--- config.mk ---
export PLATFORM = sky130hd
export DESIGN_NAME = precise_exception_ordering
export DESIGN_NICKNAME = d
export VERILOG_FILES = /design/src/hdl/exc_order_pkg.sv /design/src/hdl/exc_cause_if.sv /design/src/hdl/precise_exception_ordering.sv /design/src/hdl/exc_classify.sv
export SDC_FILE = /design/constraint.sdc
export NUM_CORES = 2
export LEC_CHECK = 0
export BUFFER_PORTS_ARGS = -buffer_cell sky130_fd_sc_hd__buf_4
export CAP_MARGIN = 30
export CORE_MARGIN = 2
export CORE_UTILIZATION = 55
export CTS_BUF_LIST = sky130_fd_sc_hd__clkbuf_16
export CTS_CLUSTER_DIAMETER = 60
export CTS_CLUSTER_SIZE = 24
export DETAILED_ROUTE_END_ITERATION = 10
export PLACE_DENSITY = 0.77
export SYNTH_ARGS = -nofsm -noshare
export SYNTH_HDL_FRONTEND = slang
export SYNTH_SLANG_ARGS = --single-unit
--- constraint.sdc ---
create_clock -name clk -period 3.6 [get_ports clk]
set_input_delay 0.18 -clock clk [delete_from_list [all_inputs] [get_ports clk]]
set_output_delay 0.18 -clock clk [all_outputs]
set_load 0.02 [all_outputs]
--- src/hdl/exc_order_pkg.sv ---
package exc_order_pkg;

   // ---------------------------------------------------------------
   // Sizes
   // ---------------------------------------------------------------
   localparam int ADDR_W = 64;
   localparam int ROB_DEPTH = 8;
   localparam int TAG_W = 3;
   localparam int CNT_W = 4;

   // ---------------------------------------------------------------
   // Core options
   // ---------------------------------------------------------------
   localparam logic CORE_IS_64BIT = 1'b1;
   localparam logic HAS_SEG_MOVE_GROUP = 1'b0;

   // ---------------------------------------------------------------
   // Vectors
   // ---------------------------------------------------------------
   localparam logic [ADDR_W-1:0] VEC_BASE = 64'h0000_0000_0000_0000;
   localparam int VEC_SHIFT = 8;

   // ---------------------------------------------------------------
   // Reset values
   // ---------------------------------------------------------------
   localparam logic BYTE_ORDER_BIG = 1'b0;
   localparam logic BYTE_ORDER_LITTLE = 1'b1;
   localparam logic RST_ACTIVE_BYTE_ORDER = BYTE_ORDER_BIG;
   localparam logic RST_EXC_BYTE_ORDER = BYTE_ORDER_BIG;
   localparam logic RST_USER_MODE = 1'b0;

   typedef enum logic [3:0] {
      EXC_NONE,
      EXC_RESET,
      EXC_MCHECK,
      EXC_DSTORAGE,
      EXC_ISTORAGE,
      EXC_EXTERNAL,
      EXC_ALIGN,
      EXC_PROGRAM,
      EXC_FPUNAVAIL,
      EXC_DECR,
      EXC_SYSCALL,
      EXC_FPIMPRECISE
   } excCode_t;

   typedef enum logic [1:0] {
      CLS_SYNC_PRECISE,
      CLS_SYNC_IMPRECISE,
      CLS_ASYNC_MASKABLE,
      CLS_ASYNC_NONMASKABLE
   } excClass_t;

endpackage : exc_order_pkg

--- src/hdl/exc_cause_if.sv ---
interface exc_cause_if;
   exc_order_pkg::excCode_t code;
   exc_order_pkg::excClass_t cls;
   logic [exc_order_pkg::ADDR_W-1:0] vector;

   modport requester (output code, input cls, input vector);
   modport classifier (input code, output cls, output vector);
endinterface : exc_cause_if

--- src/hdl/precise_exception_ordering.sv ---
// Overview of operation
// - Exceptions are taken in program order except imprecise floating point, reset and machine check.
// - Conditions may be reported out of order but are dispatched to handlers in instruction order.
// - A precise instruction-caused exception waits until every older instruction has completed.
// - An exception raised by an older instruction is serviced before a younger pending one.
// - Asynchronous precise requests are latched at once and served only when nothing is in flight.
// - Every source is classed as synchronous precise or imprecise, or asynchronous maskable or not.
// - Taking an exception saves state and redirects fetch to a fixed vector per type.
// - Entering a handler always switches to supervisor privilege.
// - The four segment-register move instructions exist all together or not at all.
// - On a 64-bit core lacking that group, any of the four raises a program exception.
// - Taking an exception copies the exception byte order into the active byte order.
module precise_exception_ordering (
   // Clock and reset
   input wire logic clk,
   input wire logic rst_n,
   // Issue into the completion window
   input wire logic issueValid,
   output logic issueReady,
   input wire logic [exc_order_pkg::ADDR_W-1:0] issuePc,
   input wire logic issueSegMove,
   output logic [exc_order_pkg::TAG_W-1:0] issueTag,
   // Completion reports
   input wire logic cmplValid,
   input wire logic [exc_order_pkg::TAG_W-1:0] cmplTag,
   input wire logic cmplExc,
   input wire exc_order_pkg::excCode_t cmplCode,
   // In-order retirement
   output logic retireValid,
   output logic [exc_order_pkg::TAG_W-1:0] retireTag,
   // Asynchronous sources
   input wire logic extReq,
   input wire logic decrReq,
   input wire logic mcheckReq,
   input wire logic resetReq,
   // Control state
   input wire logic intEnable,
   input wire logic fpImpreciseEn,
   input wire logic [exc_order_pkg::ADDR_W-1:0] resumePc,
   input wire logic stateWe,
   input wire logic stateActiveByteOrder,
   input wire logic stateExcByteOrder,
   input wire logic stateUser,
   // Exception entry
   output logic flush,
   output logic excTaken,
   output logic [exc_order_pkg::ADDR_W-1:0] excVector,
   output logic [exc_order_pkg::ADDR_W-1:0] excSavedPc,
   output logic excSavedByteOrder,
   output logic excSavedUser,
   output exc_order_pkg::excCode_t excCause,
   output exc_order_pkg::excClass_t excClass,
   // Processor state
   output logic activeByteOrder,
   output logic exceptionByteOrder,
   output logic operatingEnvLevel
);

   localparam int D = exc_order_pkg::ROB_DEPTH;

   // ---------------------------------------------------------------
   // Completion window
   // ---------------------------------------------------------------
   logic robValid_q [D];
   logic robValid_d [D];
   logic robDone_q [D];
   logic robDone_d [D];
   logic robExc_q [D];
   logic robExc_d [D];
   exc_order_pkg::excCode_t robCode_q [D];
   exc_order_pkg::excCode_t robCode_d [D];
   logic [exc_order_pkg::ADDR_W-1:0] robPc_q [D];
   logic [exc_order_pkg::ADDR_W-1:0] robPc_d [D];
   logic [exc_order_pkg::TAG_W-1:0] head_q, head_d, tail_q, tail_d;
   logic [exc_order_pkg::CNT_W-1:0] count_q, count_d;

   logic pendExt_q, pendExt_d, pendDecr_q, pendDecr_d;
   logic pendMc_q, pendMc_d, pendRst_q, pendRst_d;
   logic activeBo_q, activeBo_d, excBo_q, excBo_d, user_q, user_d;
   logic taken_q, taken_d, savedBo_q, savedBo_d, savedUser_q, savedUser_d;
   logic [exc_order_pkg::ADDR_W-1:0] vec_q, vec_d, savedPc_q, savedPc_d;
   exc_order_pkg::excCode_t cause_q, cause_d, takeCode;
   exc_order_pkg::excClass_t cls_q, cls_d;
   logic takeD, issueFire, asyncHold, headExc, segTrap;
   logic [exc_order_pkg::ADDR_W-1:0] takePc;

   exc_cause_if causeBus ();

   exc_classify u_classify (
      .cause(causeBus)
   );

   assign causeBus.code = takeCode;

   // A missing group traps as one; no member decodes on its own
   assign segTrap = issueSegMove & exc_order_pkg::CORE_IS_64BIT
      & ~exc_order_pkg::HAS_SEG_MOVE_GROUP;

   assign headExc = robValid_q[head_q] & robDone_q[head_q] & robExc_q[head_q];
   // Stop feeding the window so an enabled request can drain it
   assign asyncHold = intEnable & (pendExt_q | pendDecr_q);

   // ---------------------------------------------------------------
   // Decision of what is taken this cycle
   // ---------------------------------------------------------------
   always_comb begin
      takeD = 1'b1;
      takeCode = exc_order_pkg::EXC_NONE;
      takePc = (count_q != '0) ? robPc_q[head_q] : resumePc;
      if (pendRst_q) begin
         takeCode = exc_order_pkg::EXC_RESET;
      end else if (pendMc_q) begin
         takeCode = exc_order_pkg::EXC_MCHECK;
      end else if (cmplValid && cmplExc && fpImpreciseEn
                   && cmplCode == exc_order_pkg::EXC_FPIMPRECISE) begin
         takeCode = exc_order_pkg::EXC_FPIMPRECISE;
         takePc = robPc_q[cmplTag];
      end else if (headExc) begin
         // Only the oldest entry may take a precise trap, so older faults win
         takeCode = robCode_q[head_q];
      end else if (count_q == '0 && intEnable && pendExt_q) begin
         takeCode = exc_order_pkg::EXC_EXTERNAL;
      end else if (count_q == '0 && intEnable && pendDecr_q) begin
         takeCode = exc_order_pkg::EXC_DECR;
      end else begin
         takeD = 1'b0;
      end
   end

   assign issueReady = (count_q != exc_order_pkg::CNT_W'(D)) & ~asyncHold & ~takeD;
   assign issueFire = issueValid & issueReady;
   assign issueTag = tail_q;
   assign retireValid = ~takeD & robValid_q[head_q] & robDone_q[head_q] & ~robExc_q[head_q];
   assign retireTag = head_q;
   assign flush = takeD;

   // ---------------------------------------------------------------
   // Window and pending state, next values
   // ---------------------------------------------------------------
   always_comb begin
      robValid_d = robValid_q;
      robDone_d = robDone_q;
      robExc_d = robExc_q;
      robCode_d = robCode_q;
      robPc_d = robPc_q;
      head_d = head_q;
      tail_d = tail_q;
      count_d = count_q;
      if (cmplValid && robValid_q[cmplTag]) begin
         robDone_d[cmplTag] = 1'b1;
         if (cmplExc && !robExc_q[cmplTag]) begin
            robExc_d[cmplTag] = 1'b1;
            robCode_d[cmplTag] = cmplCode;
         end
      end
      if (issueFire) begin
         robValid_d[tail_q] = 1'b1;
         robDone_d[tail_q] = segTrap;
         robExc_d[tail_q] = segTrap;
         robCode_d[tail_q] = segTrap ? exc_order_pkg::EXC_PROGRAM : exc_order_pkg::EXC_NONE;
         robPc_d[tail_q] = issuePc;
         tail_d = tail_q + 1'b1;
      end
      if (retireValid) begin
         robValid_d[head_q] = 1'b0;
         head_d = head_q + 1'b1;
      end
      count_d = count_q + (issueFire ? 1'b1 : 1'b0) - (retireValid ? 1'b1 : 1'b0);
      if (takeD) begin
         for (int i = 0; i < D; i++) begin
            robValid_d[i] = 1'b0;
         end
         head_d = '0;
         tail_d = '0;
         count_d = '0;
      end
   end

   // New requests beat the clear of the one being taken
   always_comb begin
      pendExt_d = (pendExt_q & ~(takeD && takeCode == exc_order_pkg::EXC_EXTERNAL)) | extReq;
      pendDecr_d = (pendDecr_q & ~(takeD && takeCode == exc_order_pkg::EXC_DECR)) | decrReq;
      pendMc_d = (pendMc_q & ~(takeD && takeCode == exc_order_pkg::EXC_MCHECK)) | mcheckReq;
      pendRst_d = (pendRst_q & ~(takeD && takeCode == exc_order_pkg::EXC_RESET)) | resetReq;
   end

   // ---------------------------------------------------------------
   // Processor state and saved state, next values
   // ---------------------------------------------------------------
   always_comb begin
      activeBo_d = activeBo_q;
      excBo_d = excBo_q;
      user_d = user_q;
      savedBo_d = savedBo_q;
      savedUser_d = savedUser_q;
      savedPc_d = savedPc_q;
      vec_d = vec_q;
      cause_d = cause_q;
      cls_d = cls_q;
      taken_d = takeD;
      if (stateWe) begin
         activeBo_d = stateActiveByteOrder;
         excBo_d = stateExcByteOrder;
         user_d = stateUser;
      end
      if (takeD) begin
         savedPc_d = takePc;
         savedBo_d = activeBo_q;
         savedUser_d = user_q;
         vec_d = causeBus.vector;
         cause_d = takeCode;
         cls_d = causeBus.cls;
         activeBo_d = excBo_q;
         user_d = 1'b0;
      end
   end

   always_ff @(posedge clk or negedge rst_n) begin
      if (!rst_n) begin
         for (int i = 0; i < D; i++) begin
            robValid_q[i] <= 1'b0;
            robDone_q[i] <= 1'b0;
            robExc_q[i] <= 1'b0;
            robCode_q[i] <= exc_order_pkg::EXC_NONE;
            robPc_q[i] <= '0;
         end
         head_q <= '0;
         tail_q <= '0;
         count_q <= '0;
         pendExt_q <= 1'b0;
         pendDecr_q <= 1'b0;
         pendMc_q <= 1'b0;
         pendRst_q <= 1'b0;
         activeBo_q <= exc_order_pkg::RST_ACTIVE_BYTE_ORDER;
         excBo_q <= exc_order_pkg::RST_EXC_BYTE_ORDER;
         user_q <= exc_order_pkg::RST_USER_MODE;
         taken_q <= 1'b0;
         savedBo_q <= 1'b0;
         savedUser_q <= 1'b0;
         savedPc_q <= '0;
         vec_q <= '0;
         cause_q <= exc_order_pkg::EXC_NONE;
         cls_q <= exc_order_pkg::CLS_SYNC_PRECISE;
      end else begin
         robValid_q <= robValid_d;
         robDone_q <= robDone_d;
         robExc_q <= robExc_d;
         robCode_q <= robCode_d;
         robPc_q <= robPc_d;
         head_q <= head_d;
         tail_q <= tail_d;
         count_q <= count_d;
         pendExt_q <= pendExt_d;
         pendDecr_q <= pendDecr_d;
         pendMc_q <= pendMc_d;
         pendRst_q <= pendRst_d;
         activeBo_q <= activeBo_d;
         excBo_q <= excBo_d;
         user_q <= user_d;
         taken_q <= taken_d;
         savedBo_q <= savedBo_d;
         savedUser_q <= savedUser_d;
         savedPc_q <= savedPc_d;
         vec_q <= vec_d;
         cause_q <= cause_d;
         cls_q <= cls_d;
      end
   end

   assign excTaken = taken_q;
   assign excVector = vec_q;
   assign excSavedPc = savedPc_q;
   assign excSavedByteOrder = savedBo_q;
   assign excSavedUser = savedUser_q;
   assign excCause = cause_q;
   assign excClass = cls_q;
   assign activeByteOrder = activeBo_q;
   assign exceptionByteOrder = excBo_q;
   assign operatingEnvLevel = ~user_q;
endmodule : precise_exception_ordering

--- src/hdl/exc_classify.sv ---
module exc_classify (
   exc_cause_if.classifier cause
);

   // ---------------------------------------------------------------
   // Class of each source
   // ---------------------------------------------------------------
   always_comb begin
      case (cause.code)
         exc_order_pkg::EXC_RESET,
         exc_order_pkg::EXC_MCHECK: begin
            cause.cls = exc_order_pkg::CLS_ASYNC_NONMASKABLE;
         end
         exc_order_pkg::EXC_EXTERNAL,
         exc_order_pkg::EXC_DECR: begin
            cause.cls = exc_order_pkg::CLS_ASYNC_MASKABLE;
         end
         exc_order_pkg::EXC_FPIMPRECISE: begin
            cause.cls = exc_order_pkg::CLS_SYNC_IMPRECISE;
         end
         default: begin
            cause.cls = exc_order_pkg::CLS_SYNC_PRECISE;
         end
      endcase
   end

   // One fixed vector per type
   assign cause.vector = exc_order_pkg::VEC_BASE
      + (exc_order_pkg::ADDR_W'(cause.code) << exc_order_pkg::VEC_SHIFT);

endmodule : exc_classify

======== After elaboration in Yosys (flattened, before gate mapping) ========
Cells that the tools add are included.
word-level totals
  flip-flop bits (word level) ............. 658
  bits of input ports ..................... 151
  output and inout port bits .............. 149
  word-level logic and storage cells ...... 211
operators by class
  add/subtract/negate cells ............... 4
  order comparisons ....................... 6
  equal/unequal tests ..................... 7
  mux-type cells .......................... 81
  bitwise operators ....................... 34
  reductions and logical operators ........ 23
operator list
  operator            number
  $mux 64             9
  $bwmux 512          1
  $bmux 64 s3         2
  $demux 64 s3        1
  $mux 32             3
  $bwmux 32           2
  $mux 8              8
  $mux 4              11
  $mux 1              25
  $demux 4 s3         2
  $or 8x8->8          3
  $bwmux 8            2
  $bmux 1 s3          5
  $logic_and 1x1->1   15
  $mux 3              5
  $and 1x1->1         13
  $bmux 4 s3          1
  $eq 4x4->1 const B  3
  $ge 4x4->1 const B  3
  $lt 4x1->1 const B  3
  $not 3->4           3
  $demux 1 s3         3
  $and 8x8->8         1
  $not 1->1           8
  15 further kinds    23

======== Logic depth before layout (Yosys ltp) ========
  depth after elaboration ................. 17
  gate-level depth with buffers ........... 18
  gate-level depth less buffers ........... 13

======== By module ========
Synthesis repeated with hierarchy kept, for this count alone.
second synthesis, totals
  cells, all modules ...................... 3930
  area total of the unflattened synthesis .. 37693.7 µm²
by module, submodules not included
  module                      instances  cells an instance  area an instance (µm²)
  precise_exception_ordering  1          3858               37158.1
  exc_classify                1          72                 535.5

======== Worst setup path after synthesis ========
OpenSTA, ideal clock, no wires.
  path kind ............................... register to register
  from .................................... reg head_q, in the netlist retireTag[2]
  to ...................................... reg count_q[2] (netlist bit)
  library setup time ...................... 0.143 ns
  data arrival time ....................... 3.699 ns
  path slack .............................. -0.241 ns
  cell stages (with the launch flop) ...... 18
  cells stage by stage .................... dfrtp_1 > buf_4 > and2_1 > buf_2 > a221oi_2 > o21ai_2 > o32ai_4 > buf_4 > nor2_2 > clkbuf_1 > buf_2 > and2_1 > ha_1 > inv_1 > ha_1 > fa_1 > xnor2_1 > nor2_1
on the way
  longest elaborated chain between the ends .. 17
  elaborated cells between the ends (all ways) .. 28
  classes of those cells .................. add/sub: 2; mux: 16; bitwise: 10
RTL lines
  element                                     RTL line                                                             source
  from (decl)                                 precise_exception_ordering.sv:74                                     logic [exc_order_pkg::TAG_W-1:0] head_q, head_d, tail_q, tail_d;
  from (signal assigned)                      precise_exception_ordering.sv:227                                    head_q <= '0;
  from (signal assigned)                      precise_exception_ordering.sv:250                                    head_q <= head_d;
  $not 3->4 (implied by the code) (*)         precise_exception_ordering.sv:99, precise_exception_ordering.sv:133
  $bmux 1 s3                                  precise_exception_ordering.sv:99, precise_exception_ordering.sv:133
  $mux 1 (implied by the code) (2 in series)  precise_exception_ordering.sv:99, precise_exception_ordering.sv:133
  $and 1x1->1 (2 in series)                   precise_exception_ordering.sv:99                                     assign headExc = robValid_q[head_q] & robDone_q[head_q] & robExc_q[head_q];
  $mux 1                                      precise_exception_ordering.sv:118                                    end else if (headExc) begin
  $mux 1                                      precise_exception_ordering.sv:114                                    end else if (cmplValid && cmplExc && fpImpreciseEn
  $mux 1                                      precise_exception_ordering.sv:112                                    end else if (pendMc_q) begin
  $mux 1                                      precise_exception_ordering.sv:110                                    if (pendRst_q) begin
  $not 1->1                                   precise_exception_ordering.sv:133                                    assign retireValid = ~takeD & robValid_q[head_q] & robDone_q[head_q] & ~robExc_q[head_q];
  $and 1x1->1 (2 in series)                   precise_exception_ordering.sv:133
  $and 1x1->1 (*)                             precise_exception_ordering.sv:133
  via retireValid                             precise_exception_ordering.sv:29                                     output logic retireValid,
  $mux 1 (*)                                  precise_exception_ordering.sv:168                                    count_d = count_q + (issueFire ? 1'b1 : 1'b0) - (retireValid ? 1'b1 : 1'b0);
  $sub 4x1->4 (*)                             precise_exception_ordering.sv:168
  $mux 4 (*)                                  precise_exception_ordering.sv:169                                    if (takeD) begin
  via count_d, one bit                        precise_exception_ordering.sv:75                                     logic [exc_order_pkg::CNT_W-1:0] count_q, count_d;
  to (signal assigned)                        precise_exception_ordering.sv:252                                    count_q <= count_d;
  to (decl)                                   precise_exception_ordering.sv:75
Mark *: on every way through the listed nets, which the timed path passes. The rest lies on a longest branch. The select of a mux whose other input is x is not followed.
A chain may end at the register's enable or synchronous reset.

======== Final worst setup path ========
  from .................................... reg head_q, in the netlist retireTag[2]
  to ...................................... out flush
on the way
  longest elaborated chain between the ends .. 10
  elaborated cells between the ends (all ways) .. 16
  classes of those cells .................. mux: 13; bitwise: 3
RTL lines
  element                                     RTL line                           source
  $not 3->4 (implied by the code) (*)         precise_exception_ordering.sv:99
  $bmux 1 s3                                  precise_exception_ordering.sv:99
  $mux 1 (implied by the code) (2 in series)  precise_exception_ordering.sv:99
  $and 1x1->1                                 precise_exception_ordering.sv:99
  $and 1x1->1 (*)                             precise_exception_ordering.sv:99
  $mux 1 (*)                                  precise_exception_ordering.sv:118
  $mux 1 (*)                                  precise_exception_ordering.sv:114
  $mux 1 (*)                                  precise_exception_ordering.sv:112
  $mux 1 (*)                                  precise_exception_ordering.sv:110
  to (decl)                                   precise_exception_ordering.sv:45   output logic flush,
Mark *: on every way between the ends. The rest lies on a longest branch, timed or not. The select of a mux whose other input is x is not followed.

==> impl_metrics.json <==
{
  "drt-total-wl_mm": 108,
  "syn_area_per_cell_um2": 10.2,
  "final_nets": 3683,
  "die_w_um": 252,
  "cp_common_cell": "buf_4",
  "layout-drive-gt1-share_pct": 22.3,
  "critPathLaunch": "retireTag[2]$_DFFE_PN0P_",
  "dpl_worst_slack_ps": 414,
  "grt_max_degree": 143,
  "cts_sinks": 658,
  "crit_path_cell_trace": "buf_4 -> a22oi_1 -> o21ai_2 -> o32ai_4 -> nor2_4 -> clkbuf_16 -> inv_1 -> buf_6 -> buf_4",
  "vias": 28187,
  "path_depth": 9,
  "hold_depth": 5,
  "synth_warnings": 0,
  "seqPwrFrac_pct": 50.7,
  "mostFrequentLayoutCell": "nand2_1",
  "gp_congestion": 0.934,
  "cts_buffer_depth": 3,
  "n_fill_cell": 4779,
  "final-hold-violation-count": 0,
  "first_iter_violations": 3372,
  "crit_family": "buffers and inverters",
  "path_clk_slew_ps": 90,
  "slew-limit-headroom_pct": 34.8,
  "wl_per_cell_um": 24.8,
  "holdCritStartpoint": "resumePc[22]",
  "drv_slew": 0,
  "die_area_mm2": 0.0634,
  "synth_cell_types": 65,
  "worst-path-buf-inv": 5,
  "grt_pass1_wl_mm": 165,
  "synthesis.instances": 3321,
  "clk_latency_ps": 630,
  "max-cap-violations": 0,
  "setup_viol": 0,
  "syn_to_final_growth_pct": 15.0,
  "numPortBuffers": 239,
  "crit_type": "reg -> out",
  "ys_seq_area_share_pct": 48.7,
  "synth-seq-cells": 658,
  "antenna_found_initial": 6,
  "slowest_stage": "dfrtp_4",
  "initial_core_util_pct": 55.8,
  "dp_hpwl_mm": 61.4,
  "grt_pass1_vias": 27950,
  "swShare_pct": 27.3,
  "cp_max_fo": 71,
  "fin_crit_sh_pct": 94.5,
  "whs_ps": 23.6,
  "layout_common_cells": "nand2_1, dfrtp_1, buf_4",
  "htree_levels": 2,
  "skew_ps": 42.1,
  "required_ps": 3420,
  "status": "complete, no violations",
  "ant_nets": 0,
  "cts_root_buf": "clkbuf_16",
  "p_total_mw": 15.5,
  "core_mm2": 0.0606,
  "max_freq_mhz": 294,
  "cts_tree": "yes",
  "worstMarginPinSlew_ps": 977,
  "overflow": 0,
  "fin_crit_ps": 3400,
  "synthArstFlopShare_pct": 100,
  "internal-power_mw": 11.3,
  "leakage_nw": 18.0,
  "netlist_area_mm2": 0.0338,
  "grt.total_usage_pct": 33.7,
  "die-height_um": 252,
  "p_sw_mw": 4.24,
  "multi_input_area_mm2": 0.0160,
  "drc": 0,
  "pwr-share-comb_pct": 11.3,
  "synth_edf_count": 0,
  "cp.arrival_ps": 3220,
  "rsz0062_at_grt": "no",
  "finalWorstSetupSlack_ps": 197,
  "first_pass_iters": 6,
  "hp-class": "in -> reg",
  "ios": 300,
  "slowest_delay_ps": 540,
  "r2r-start": "retireTag[2]$_DFFE_PN0P_",
  "num_rows": 90,
  "p_per_area_mw_per_mm2": 399,
  "p_clk_share_pct": 38.0,
  "crit_path_start_kind": "flip-flop",
  "cts_buffers": 46,
  "setup_tns_ps": 0,
  "vias_per_cell": 6.49,
  "ir_worst_vdd_uv": 326,
  "endpoint_kind": "output pin",
  "reg2regPathDepth": 9,
  "seq_area_mm2": 0.0165,
  "synthFlopType": "dfrtp_1"
}
[cells in the mapped netlist (all sizes together), types with 11 or more instances]
library cell	n	area (um2)
a211oi	72	541
a21oi	112	561
a22oi	263	1970
buf	182	1100
clkbuf	140	526
dfrtp	658	16500
inv	18	67.6
mux2	200	2250
mux2i	103	1030
mux4	132	2970
nand2	1058	3970
nand4	67	419
nor2	120	475
nor3	14	75.1
nor4	11	134
o21ai	77	389
[metal layers]
metal | GRT usage (%) | up-vias | share of wire, %
li1 | - | 11988 | -
met1 | 46.4 | 13956 | 38
met2 | 52.0 | 1861 | 46
met3 | 7.09 | 374 | 11
met4 | 14.9 | 8 | 4.4
met5 | 0 | - | 0.048
[final cells by class]
class	instances	share of cell area, %
clock buffers	47	3.03
repair buffers	417	9.48
flip-flops and latches	658	42.4
well taps	782	2.52
multi-input cells	2382	41.1
inverters	18	0.174
clock inverters	37	1.24
diodes	2	0.0129
[worst paths after layout]
kind / slack, ps / endpoint
min reg2reg: 480 / excSavedByteOrder$_DFFE_PN0N_
max reg2reg: 320 / robCode_q[17]$_DFF_PN0_
min: 20 / excSavedPc[22]$_DFFE_PN0N_
max: 200 / flush
max in group asynchronous: 2260 / robPc_q[372]$_DFFE_PN0P_
min in group asynchronous: 190 / robPc_q[270]$_DFFE_PN0P_
[per-stage QoR]
step / utilization [%] / instance area (um2) / std cells
after floorplan: - / 34000 / 3380
after global placement: 60.0 / 36300 / 4174
after detailed placement: 60.0 / 36300 / 4174
after CTS: 64.1 / 38800 / 4340
after global routing: 64.1 / 38800 / 4343
final: 64.1 / 38800 / 4343
[logic make-up (layout without fill, tap and decap cells)]
kind of cell / count (synthesis) / in the layout / synth area share (%)
adder cells (fa/ha/maj): 9 / 9 / 0.356
multiplexers: 435 / 435 / 18.5
AND/OR/NAND/NOR: 1318 / 1318 / 16.0
flip-flops: 658 / 658 / 48.7
XOR/XNOR: 6 / 6 / 0.156
buffers and inverters: 340 / 519 / 5.01
other: 1 / 62 / 0.0111
AO/OA/AOI/OAI: 554 / 554 / 11.2
[power groups by stage]
stage | sequential (mW) | combinational, mW | clock, mW
after floorplan | 8.02 | 0.869 | 0
after global placement | 7.99 | 1.61 | 0
after detailed placement | 8.00 | 1.64 | 0
after CTS | 7.86 | 1.72 | 5.94
after global routing | 7.90 | 1.87 | 6.20
final | 7.87 | 1.75 | 5.90
[registers in the layout (all words and copies together), names as in the netlist, 2 cells and up]
name	cells
robPc_q	512
retireTag	3
robDone_q	8
excClass	2
excSavedPc	64
robExc_q	8
issueTag	3
robValid_q	8
robCode_q	32
count_q	4
excVector	4
[worst min-delay path, delay by kind of cell]
family,cells,cell delay [ps]
and+or+nand+nor,1,90
AOI/OAI and AO/OA,3,230
buffers and inverters,1,100
[timing repair]
action / CTS / global route
resized for setup: 0 / 3
hold endpoints to repair: 631 / 0
hold buffers: 82 / 0
setup endpoints to repair: 0 / 1
buffers inserted: 0 / 0
Power figures use the tool's default switching activity.
